`config.mk`:
```
export PLATFORM = sky130hd
export DESIGN_NAME = adc_conversion_control
export DESIGN_NICKNAME = d
export VERILOG_FILES = /design/src/adc_ctrl_pkg.sv /design/src/conv_if.sv /design/src/adc_conversion_control.sv /design/src/conv_compare.sv /design/src/conv_sequencer.sv
export SDC_FILE = /design/constraint.sdc
export NUM_CORES = 1
export LEC_CHECK = 0
export BUFFER_PORTS_ARGS = -buffer_cell sky130_fd_sc_hd__buf_2
export CORE_MARGIN = 8
export CORE_UTILIZATION = 40
export CTS_CLUSTER_DIAMETER = 200
export DETAILED_ROUTE_END_ITERATION = 12
export PLACE_DENSITY = 0.67
export SETUP_SLACK_MARGIN = 0.05
export SYNTH_ARGS = -nofsm -noshare
export SYNTH_HDL_FRONTEND = slang
export SYNTH_SLANG_ARGS = --single-unit
```
`constraint.sdc`:
```
create_clock -name sys_clk_in -period 2.4 [get_ports sys_clk_in]
set_clock_uncertainty 0.15 [all_clocks]
set_input_delay 0.24 -clock sys_clk_in [delete_from_list [all_inputs] [get_ports sys_clk_in]]
set_output_delay 0.24 -clock sys_clk_in [all_outputs]
set_load 0.01 [all_outputs]
```
`src/adc_ctrl_pkg.sv`:
```
// Shared constants for the converter control block
package adc_ctrl_pkg;
  // Data path widths
  localparam int DATA_W = 8;
  localparam int RES_W = 10;
  localparam int CHAN_W = 5;
  localparam int ADDR_W = 3;
  // Register offsets on the plain port
  localparam logic [2:0] OFS_CS1 = 3'h0;
  localparam logic [2:0] OFS_CS2 = 3'h1;
  localparam logic [2:0] OFS_RESH = 3'h2;
  localparam logic [2:0] OFS_RESL = 3'h3;
  localparam logic [2:0] OFS_CMPH = 3'h4;
  localparam logic [2:0] OFS_CMPL = 3'h5;
  localparam logic [2:0] OFS_IRQ_STAT = 3'h6;
  localparam logic [2:0] OFS_IRQ_MASK = 3'h7;
  // First control/status register fields
  localparam int CS1_DONE_BIT = 7;
  localparam int CS1_IEN_BIT = 6;
  localparam int CS1_CONT_BIT = 5;
  // Second control/status register fields
  localparam int CS2_ACT_BIT = 7;
  localparam int CS2_TRIG_BIT = 6;
  localparam int CS2_CMPEN_BIT = 5;
  localparam int CS2_GE_BIT = 4;
  // Interrupt status bit of the done event
  localparam int IRQ_DONE_BIT = 0;
  // Channel codes
  localparam logic [4:0] CHAN_RSVD = 5'h1c;
  localparam logic [4:0] CHAN_REFH = 5'h1d;
  localparam logic [4:0] CHAN_REFL = 5'h1e;
  localparam logic [4:0] CHAN_OFF = 5'h1f;
  // Reset values
  localparam logic [4:0] CHAN_RST = 5'h1f;
  localparam logic [9:0] CMP_RST = 10'h000;
  localparam logic [7:0] MASK_RST = 8'h00;
  // Default length of one conversion in clock cycles
  localparam int CONV_CYCLES_DEF = 16;
  // True when a channel code allows conversions and keeps the input connected
  function automatic logic chan_on(input logic [4:0] code);
    return code != CHAN_OFF;
  endfunction
endpackage

```
`src/conv_if.sv`:
```
// Handshake between control logic and conversion sequencer
`timescale 1ns/10ps
interface conv_if;
  logic start; // One-cycle start request
  logic abort; // One-cycle abort request
  logic busy; // Conversion in progress
  logic done; // One-cycle completion pulse
  logic [9:0] result; // Result, valid with done
  modport ctrl(output start, output abort, input busy, input done,
    input result);
  modport seq(input start, input abort, output busy, output done,
    output result);
endinterface

```
`src/adc_conversion_control.sv`:
```
// Control and status logic of the 10-bit converter
`timescale 1ns/10ps
module adc_conversion_control
  import adc_ctrl_pkg::*;
#(
  parameter int CONV_CYCLES = CONV_CYCLES_DEF
)(
  // Clock and reset
  input wire logic sys_clk_in,
  input wire logic rst_b_in,
  // Register port
  input wire logic [ADDR_W-1:0] addr_in,
  input wire logic [DATA_W-1:0] wdata_in,
  input wire logic wr_in,
  input wire logic rd_in,
  output logic [DATA_W-1:0] rdata_out,
  // Hardware trigger pulse from the periodic counter
  input wire logic hw_trigger_in,
  // Analog front end
  input wire logic [RES_W-1:0] sample_in,
  output logic [CHAN_W-1:0] channel_out,
  output logic power_on_out,
  output logic isolate_out,
  // Interrupt
  output logic irq_out
);
  // Software visible control bits
  logic [CHAN_W-1:0] channel_select; // Channel code
  logic done_irq_enable; // Completion interrupt enable
  logic continuous_enable; // Continuous mode
  logic trigger_select; // 1 selects hardware trigger
  logic compare_enable; // Automatic compare on
  logic compare_greater_equal; // Compare direction
  logic [RES_W-1:0] compare_value; // Compare level
  // Status held by the block
  logic conv_done_flag; // Completion flag
  logic [RES_W-1:0] result; // Last stored result
  logic cont_run; // Back-to-back conversions armed
  logic [DATA_W-1:0] irq_status; // Sticky events
  logic [DATA_W-1:0] irq_mask; // Event gates
  logic [DATA_W-1:0] next_irq_status; // Status after this edge
  // Decoded accesses
  logic wr_cs1; // Write of first control register
  logic rd_resl; // Read of result low register
  logic sw_go; // Software start
  logic hw_go; // Hardware start
  logic cont_go; // Continuous restart
  logic cmp_hit; // Compare outcome of current result
  logic store_ok; // Completion that stores its result
  logic done_set; // Flag set this cycle

  conv_if cv();

  // Timing of one conversion
  conv_sequencer #(
    .CONV_CYCLES(CONV_CYCLES)
  ) u_seq (
    .sys_clk_in(sys_clk_in),
    .rst_b_in(rst_b_in),
    .sample_in(sample_in),
    .cv(cv)
  );

  conv_compare u_cmp (
    .result_in(cv.result),
    .value_in(compare_value),
    .greater_equal_in(compare_greater_equal),
    .hit_out(cmp_hit)
  );

  // Access decode
  always_comb begin
    wr_cs1 = wr_in && addr_in == OFS_CS1;
    rd_resl = rd_in && addr_in == OFS_RESL;
  end

  // Start sources; a write always has the last word
  always_comb begin
    sw_go = wr_cs1 && chan_on(wdata_in[CHAN_W-1:0])
      && !trigger_select;
    // trigger pulse is taken once per pulse
    hw_go = hw_trigger_in && trigger_select && !wr_cs1
      && chan_on(channel_select) && !cv.busy && !cont_run;
    cont_go = cv.done && cont_run && !wr_cs1;
    cv.start = sw_go || hw_go || cont_go;
    cv.abort = wr_cs1;
  end

  // Completion outcome
  always_comb begin
    store_ok = cv.done && (!compare_enable || cmp_hit);
    // compare on sets on hit only
    done_set = store_ok;
  end

  // First control register fields
  always_ff @(posedge sys_clk_in) begin
    if (!rst_b_in) begin
      channel_select <= CHAN_RST;
      done_irq_enable <= 1'b0;
      continuous_enable <= 1'b0;
    end else if (wr_cs1) begin
      channel_select <= wdata_in[CHAN_W-1:0];
      done_irq_enable <= wdata_in[CS1_IEN_BIT];
      continuous_enable <= wdata_in[CS1_CONT_BIT];
    end
  end

  // Second control register fields
  always_ff @(posedge sys_clk_in) begin
    if (!rst_b_in) begin
      trigger_select <= 1'b0;
      compare_enable <= 1'b0;
      compare_greater_equal <= 1'b0;
    end else if (wr_in && addr_in == OFS_CS2) begin
      // reserved low bits are not stored
      trigger_select <= wdata_in[CS2_TRIG_BIT];
      compare_enable <= wdata_in[CS2_CMPEN_BIT];
      compare_greater_equal <= wdata_in[CS2_GE_BIT];
    end
  end

  // Compare level, split over two registers
  always_ff @(posedge sys_clk_in) begin
    if (!rst_b_in) begin
      compare_value <= CMP_RST;
    end else if (wr_in && addr_in == OFS_CMPH) begin
      compare_value[9:8] <= wdata_in[1:0];
    end else if (wr_in && addr_in == OFS_CMPL) begin
      compare_value[7:0] <= wdata_in;
    end
  end

  // Continuous arming
  always_ff @(posedge sys_clk_in) begin
    if (!rst_b_in) begin
      cont_run <= 1'b0;
    end else if (wr_cs1) begin
      // all-ones stops continuous, no extra conversion
      cont_run <= sw_go && wdata_in[CS1_CONT_BIT];
    end else if (hw_go) begin
      cont_run <= continuous_enable;
    end
  end

  // Result store
  always_ff @(posedge sys_clk_in) begin
    if (!rst_b_in) begin
      result <= 10'h000;
    end else if (store_ok) begin
      result <= cv.result;
    end
  end

  // Completion flag: a set in the clearing cycle wins
  always_ff @(posedge sys_clk_in) begin
    if (!rst_b_in) begin
      conv_done_flag <= 1'b0;
    end else if (done_set) begin
      conv_done_flag <= 1'b1;
    end else if (wr_cs1 || rd_resl) begin
      // cleared by control write or low read
      conv_done_flag <= 1'b0;
    end
  end

  // Sticky events; write one to clear, set wins
  always_comb begin
    next_irq_status = irq_status;
    if (wr_in && addr_in == OFS_IRQ_STAT) begin
      next_irq_status = irq_status & ~wdata_in;
    end
    // only enabled completions raise an event
    if (done_set && done_irq_enable) begin
      next_irq_status[IRQ_DONE_BIT] = 1'b1;
    end
  end

  // Event register and mask
  always_ff @(posedge sys_clk_in) begin
    if (!rst_b_in) begin
      irq_status <= 8'h00;
      irq_mask <= MASK_RST;
    end else begin
      irq_status <= next_irq_status;
      if (wr_in && addr_in == OFS_IRQ_MASK) begin
        irq_mask <= wdata_in;
      end
    end
  end

  // Level interrupt from the gated status
  always_ff @(posedge sys_clk_in) begin
    if (!rst_b_in) begin
      irq_out <= 1'b0;
    end else begin
      irq_out <= |(next_irq_status & irq_mask);
    end
  end

  // Analog side controls
  always_ff @(posedge sys_clk_in) begin
    if (!rst_b_in) begin
      channel_out <= CHAN_RST;
      power_on_out <= 1'b0;
      isolate_out <= 1'b1;
    end else begin
      // code drives the input mux directly
      channel_out <= channel_select;
      // idle single mode falls to low power
      power_on_out <= cv.busy || cont_run;
      isolate_out <= !chan_on(channel_select);
    end
  end

  // Read data, one cycle after the strobe, zero otherwise
  always_ff @(posedge sys_clk_in) begin
    if (!rst_b_in) begin
      rdata_out <= 8'h00;
    end else if (rd_in) begin
      unique case (addr_in)
        OFS_CS1: begin
          rdata_out <= {conv_done_flag, done_irq_enable,
            continuous_enable, channel_select};
        end
        OFS_CS2: begin
          // active flag is the sequencer state
          rdata_out <= {cv.busy, trigger_select, compare_enable,
            compare_greater_equal, 4'h0};
        end
        OFS_RESH: begin
          rdata_out <= {6'h00, result[9:8]};
        end
        OFS_RESL: begin
          rdata_out <= result[7:0];
        end
        OFS_CMPH: begin
          rdata_out <= {6'h00, compare_value[9:8]};
        end
        OFS_CMPL: begin
          rdata_out <= compare_value[7:0];
        end
        OFS_IRQ_STAT: begin
          rdata_out <= irq_status;
        end
        OFS_IRQ_MASK: begin
          rdata_out <= irq_mask;
        end
      endcase
    end else begin
      rdata_out <= 8'h00;
    end
  end
endmodule

```
`src/conv_compare.sv`:
```
// Result against compare value, less-than or greater-equal
`timescale 1ns/10ps
module conv_compare
  import adc_ctrl_pkg::*;
(
  // Operands
  input wire logic [RES_W-1:0] result_in,
  input wire logic [RES_W-1:0] value_in,
  // Direction
  input wire logic greater_equal_in,
  // Outcome
  output logic hit_out
);
  // Pure comparison, no state
  always_comb begin
    if (greater_equal_in) begin
      hit_out = result_in >= value_in;
    end else begin
      hit_out = result_in < value_in;
    end
  end
endmodule

```
`src/conv_sequencer.sv`:
```
// Times one conversion and captures the analog result
`timescale 1ns/10ps
module conv_sequencer
  import adc_ctrl_pkg::*;
#(
  parameter int CONV_CYCLES = CONV_CYCLES_DEF
)(
  // Clock and reset
  input wire logic sys_clk_in,
  input wire logic rst_b_in,
  // Analog front end code, sampled at the end
  input wire logic [RES_W-1:0] sample_in,
  // Control side
  conv_if.seq cv
);
  typedef enum logic {IDLE = 1'b0, CONVERT = 1'b1} seq_state_e;
  seq_state_e state; // Current phase
  logic [15:0] count; // Cycles left in conversion

  // Counter must hold the conversion length; refused at elaboration
  if (CONV_CYCLES < 1 || CONV_CYCLES > 65535) begin : g_len_check
    $error("CONV_CYCLES out of range");
  end

  // Phase, counter and result; abort wins over running
  always_ff @(posedge sys_clk_in) begin
    if (!rst_b_in) begin
      state <= IDLE;
      count <= 16'h0000;
      cv.done <= 1'b0;
      cv.result <= 10'h000;
    end else begin
      cv.done <= 1'b0;
      if (cv.start) begin
        // Restart, even over a running conversion
        state <= CONVERT;
        count <= 16'(CONV_CYCLES);
      end else if (cv.abort) begin
        state <= IDLE;
      end else begin
        unique case (state)
          IDLE: begin
            count <= 16'h0000;
          end
          CONVERT: begin
            if (count == 16'h0001) begin
              state <= IDLE;
              cv.done <= 1'b1;
              cv.result <= sample_in;
            end else begin
              count <= count - 16'h0001;
            end
          end
        endcase
      end
    end
  end

  assign cv.busy = state == CONVERT;
endmodule

```
Word level (Yosys, flattened, before mapping). Cells that the tools add are included.

Multipliers: 0. Bitwise gates (word level): 8. Divide/modulo/power cells: 0. $lt $le $gt $ge: 2. Reduce and logical (&&, ||, !) cells: 41. Mux-type cells: 17. Add/subtract/negate cells: 1. Equality and inequality tests: 13. Shift-type cells: 0.

Operators with widths (count): $pmux W8 S8 (1); $pmux W16 S2 (1); $logic_and A1 B1 Y1 (19); $and A8 B8 Y8 (2); $eq A16 B1 Y1 const B (1); $mux W16 (1); $sub A16 B1 Y16 const B (1); $eq A3 B3 Y1 const B (4); $mux W1 (11); $ge A10 B10 Y1 (1); $lt A10 B10 Y1 (1); $mux W5 (2); $ne A5 B5 Y1 const B (2); $mux W8 (1); $not A8 Y8 (1); $reduce_and A2 Y1 (4); $reduce_or A8 Y1 (1); $eq A3 B2 Y1 const B (2); $logic_not A1 Y1 (6); $logic_or A1 B1 Y1 (5); $not A1 Y1 (5); $reduce_and A4 Y1 (1); $reduce_bool A2 Y1 (2); $reduce_or A4 Y1 (1); other kinds (6) (6).

Memories kept: 0. Latch bits: 0. Register bits after elaboration: 92. RAM bits: 0. Memory bits (read-only): 0. Logic and storage cells: 105.

Logic depth before layout (Yosys ltp).
Depth after elaboration: 11. Depth in mapped cells: 9. Gate-level depth less buffers: 7.

Hierarchy. From an unflattened synthesis, not the netlist that was laid out.

Cell total of the unflattened synthesis: 516. Area, all modules: 4409.2 µm².

By module, submodules not included: adc_conversion_control (area an instance 2702.6 µm², instances 1, cells an instance 310); conv_sequencer (area an instance 1417.6 µm², instances 1, cells an instance 166); conv_compare (area an instance 289.0 µm², instances 1, cells an instance 40).

Worst setup path before layout. OpenSTA, ideal clock, no wires.

Path kind: reg-to-reg. From: reg compare_value[5]. To: reg conv_done_flag. Setup time: 0.115 ns. Stages on the path, launching flop included: 9. Buffers on the path: 1. Setup slack: 0.315 ns. Arrival: 1.821 ns. Required time: 2.135 ns. Path through: dfxtp_1 inv_1 ha_1 nand4_1 o311ai_0 a2111o_1 o311a_1 buf_4 o21a_1.

Word-level cells in the longest chain between the ends: 5. Elaborated cells on any way between the ends: 7.

Ends and longest elaborated chain: start: declaration (line adc_conversion_control.sv:34) `logic [RES_W-1:0] compare_value;`; start signal: assignment (line adc_conversion_control.sv:130) `compare_value[7:0] <= wdata_in;`; $lt A10 B10 Y1 / $ge A10 B10 Y1 (equally long branches) (line conv_compare.sv:19, conv_compare.sv:17); $mux W1 (*) (line conv_compare.sv:16) `if (greater_equal_in) begin`; $logic_or A1 B1 Y1 (*) (line adc_conversion_control.sv:91) `store_ok = cv.done && (!compare_enable || cmp_hit);`; $logic_and A1 B1 Y1 (*) (line adc_conversion_control.sv:91); $mux W1 / $reduce_bool A2 Y1 (equally long branches); end signal: assignment (line adc_conversion_control.sv:158) `conv_done_flag <= 1'b0;`; end signal: assignment (line adc_conversion_control.sv:160) `conv_done_flag <= 1'b1;`; end signal: assignment (line adc_conversion_control.sv:163) `conv_done_flag <= 1'b0;`; end: declaration (line adc_conversion_control.sv:36) `logic conv_done_flag;`.

Mark *: on every way between the ends. The rest lies on a longest branch, timed or not. A chain may end at the register's enable or synchronous reset.

Final worst setup path.
From: reg compare_value[7]. To: reg result[5].

Word-level cells in the longest chain between the ends: 4. Elaborated cells on any way between the ends: 5.

Ends and longest elaborated chain: $lt A10 B10 Y1 / $ge A10 B10 Y1 (equally long branches) (line conv_compare.sv:19, conv_compare.sv:17); $mux W1 (*) (line conv_compare.sv:16); $logic_or A1 B1 Y1 (*) (line adc_conversion_control.sv:91); $logic_and A1 B1 Y1 (*) (line adc_conversion_control.sv:91); end signal: assignment (line adc_conversion_control.sv:151) `result <= cv.result;`; end: declaration (line adc_conversion_control.sv:37) `logic [RES_W-1:0] result;`.

Marks and branches as above.

==> impl_metrics.tcl <==
set metrics [dict create \
    status "completed" \
    globalRoute.totalOverflow 0 \
    fin_crit_ns 2.27 \
    cellPowerDensity_nw_per_um2 656 \
    clk_latency_ns 0.34 \
    ys_warn_count 0 \
    antenna_found_initial 0 \
    syn_to_final_growth_pct 17.3 \
    synth_cells 530 \
    ir_drop_v 0.000415 \
    synth_area_leaders "dfxtp_1 (41%), nand2_1 (7.3%), a21oi_1 (5.2%)" \
    yosys.area.top_type "dfxtp_1" \
    grt-busiest-layer "met2" \
    initial_core_util 0.404 \
    grt_pass1_wl_um 20200 \
    rows 39 \
    finalMaxSlewViolations 0 \
    grt_pass1_vias 3943 \
    drc 0 \
    min_path_type "in -> reg" \
    core_area_um2 11200 \
    crit_type "reg -> reg" \
    hold_viol 0 \
    r2r_cells 8 \
    drt_iter0_drc 485 \
    htreeDepth 3 \
    wl_um 12800 \
    ys_seq_area_frac 0.406 \
    synth-edff-count 0 \
    dieHeight_um 123 \
    dieArea_um2 15000 \
    avgRoutedWirePerCell_um 17.6 \
    p_leak_nw 1.99 \
    syn-mean-instance-area_um2 8.56 \
    dp_cells 704 \
    worst_slew_margin_rel 0.620 \
    cts_tree "built" \
    synth_async_sr_flop_share 0 \
    root_buffer "clkbuf_16" \
    die_w_um 123 \
    cp-startpoint "compare_value[7]$_SDFFE_PN0P_" \
    synth_fp_nets 568 \
    r2r_start "compare_value[7]$_SDFFE_PN0P_" \
    final_nets 615 \
    tightest_slew_ns 0.570 \
    grt_use_total 0.170 \
    setup_ws_ns 0.134 \
    multi_input_comb_area_um2 2470 \
    critPathRequiredTime_ns 2.51 \
    pre_cts_slack_ns -0.113 \
    io_pins 42 \
    arrival_ns 2.38 \
    yosysMostFrequentCell "dfxtp_1" \
    gp_congestion 0.885 \
    cts.sinks 92 \
    holdPathStages 3 \
    post-dp-hpwl_um 9090 \
    hp-start "sample_in[6]" \
    viasPerCell 5.71 \
    synth-main-ff-cell "dfxtp_1" \
    globalRouteMet1Util 0.219 \
    fmax_ghz 0.441 \
    vias 4142 \
    antenna_cells 0 \
    synthTopCellsByCount "dfxtp_1 (92), nand2_1 (88), a21oi_1 (47), nor2_1 (28), inv_1 (23)" \
    timing.final.crit_share 0.944 \
    synth.distinct_cells 70 \
    crit_path_end_kind "register" \
    yosys.area.top_type_share 0.406 \
    io_buffers 41 \
    dr.pass1.iters 5 \
    finalNonFillerCells 725 \
    rsz0062_at_grt "yes" \
    cts_max_path_buffers 2 \
    numCtsBuffers 9 \
    ys_seq_elements 92 \
    postRouteAntennaNets 0 \
    final_layout_size_suffix_gt1_frac 0.198 \
    crit_path_start_kind "register" \
    clk_pin_slew_worst_paths_ns 0.07 \
    worstPathMaxFanout 9 \
    fillCellCount 1087 \
    drv_cap 0 \
    seqCellArea_um2 1840 \
    use_met3 0.0354 \
    netlist_area_um2 4540 \
    met2_usage 0.271 \
    grt_start_max_net_pins 38 \
    finalSetupViolCount 0 \
]
## cells by family after synthesis
| family | count (synthesis) | synth area share |
|---|---|---|
| and+or+nand+nor | 209 | 0.237 |
| muxes | 26 | 0.0612 |
| adders and majority gates | 12 | 0.0331 |
| buffers and inverters | 56 | 0.0584 |
| AOI/OAI and AO/OA | 135 | 0.204 |
| DFF | 92 | 0.406 |
## registers in the layout, indices dropped and copies added (netlist names), 5 cells and up
signal and flops:
rdata_out 8, result 10, u_seq.count 16, channel_select 5, channel_out 5, irq_status 8
u_seq.cv.result 10, irq_mask 8, compare_value 10
## cells in the final DEF (no fill, tap or decap), drive strengths merged, types with 4 or more instances in the layout
cell type,instances
ha,12
a211oi,14
and2,7
dfxtp,92
nor3,19
clkbuf,9
nor2,29
nor4,5
a31oi,5
inv,26
a21oi,50
nand4,14
o21ai,23
nand3,12
and3,5
mux2,4
buf,67
mux2i,21
o41ai,10
a221oi,4
nand2,89
o211ai,5
nand2b,8
## worst max-delay path, stage by stage, from the launching register on
cell and delay [ns]:
dfxtp_1 0.36, inv_1 0.05, ha_1 0.33, a211oi_1 0.23, o21bai_1 0.16, a211oi_2 0.27
o311a_4 0.27, buf_4 0.16, mux2i_1 0.21
## repair_timing
| item | in CTS | in global routing |
|---|---|---|
| setup buffers | 0 | 4 |
| pin swaps | 0 | 2 |
| gates resized for setup | 4 | 5 |
| hold endpoints to repair | 4 | 0 |
| hold buffers | 1 | 0 |
| setup endpoints to repair | 13 | 13 |
## layout make-up
cell class,instances,share of cell area
Clock buffer,9,0.0423
Clock inverter,7,0.0200
Inverter,24,0.0169
Multi-Input combinational cell,382,0.464
Sequential cell,92,0.346
Tap cell,143,0.0336
Timing Repair Buffer,68,0.0771
## final timing paths
kind / slack (ns) / to
hold / removal: 0.005 / u_seq.cv.result[6]$_SDFFE_PN0P_
setup / recovery: 0.13 / result[5]$_SDFFE_PN0P_
hold reg to reg: 0.31 / compare_value[2]$_SDFFE_PN0P_
setup reg to reg: 0.13 / result[5]$_SDFFE_PN0P_
## layer usage
metal	share of wire	wire (µm)	vias to the layer above
li1	-	-	2008
met1	0.44	5640	1952
met2	0.46	5830	150
met3	0.071	903	32
met4	0.030	385	0
met5	0	0	-
## metrics by stage
stage,instance area [µm²],utilization,power (W),setup TNS (ns),hold WS [ns]
after detailed placement,4920,0.438,0.00193,-0.529,0.303
after floorplan,4540,-,0.00183,0,0.181
after global routing,5320,0.474,0.00361,0,0.0104
after global placement,4920,0.438,0.00193,0,0.291
final,5320,0.474,0.00349,0,0.00467
after CTS,5280,0.470,0.00351,0,0.00698
## where the power goes
group | internal [W] | switching, W | total [W]
Combinational | 0.000118 | 0.000212 | 0.000330
Sequential | 0.00155 | 0.0000252 | 0.00158
Clock | 0.000932 | 0.000651 | 0.00158
(Power assumes the default switching activity.)
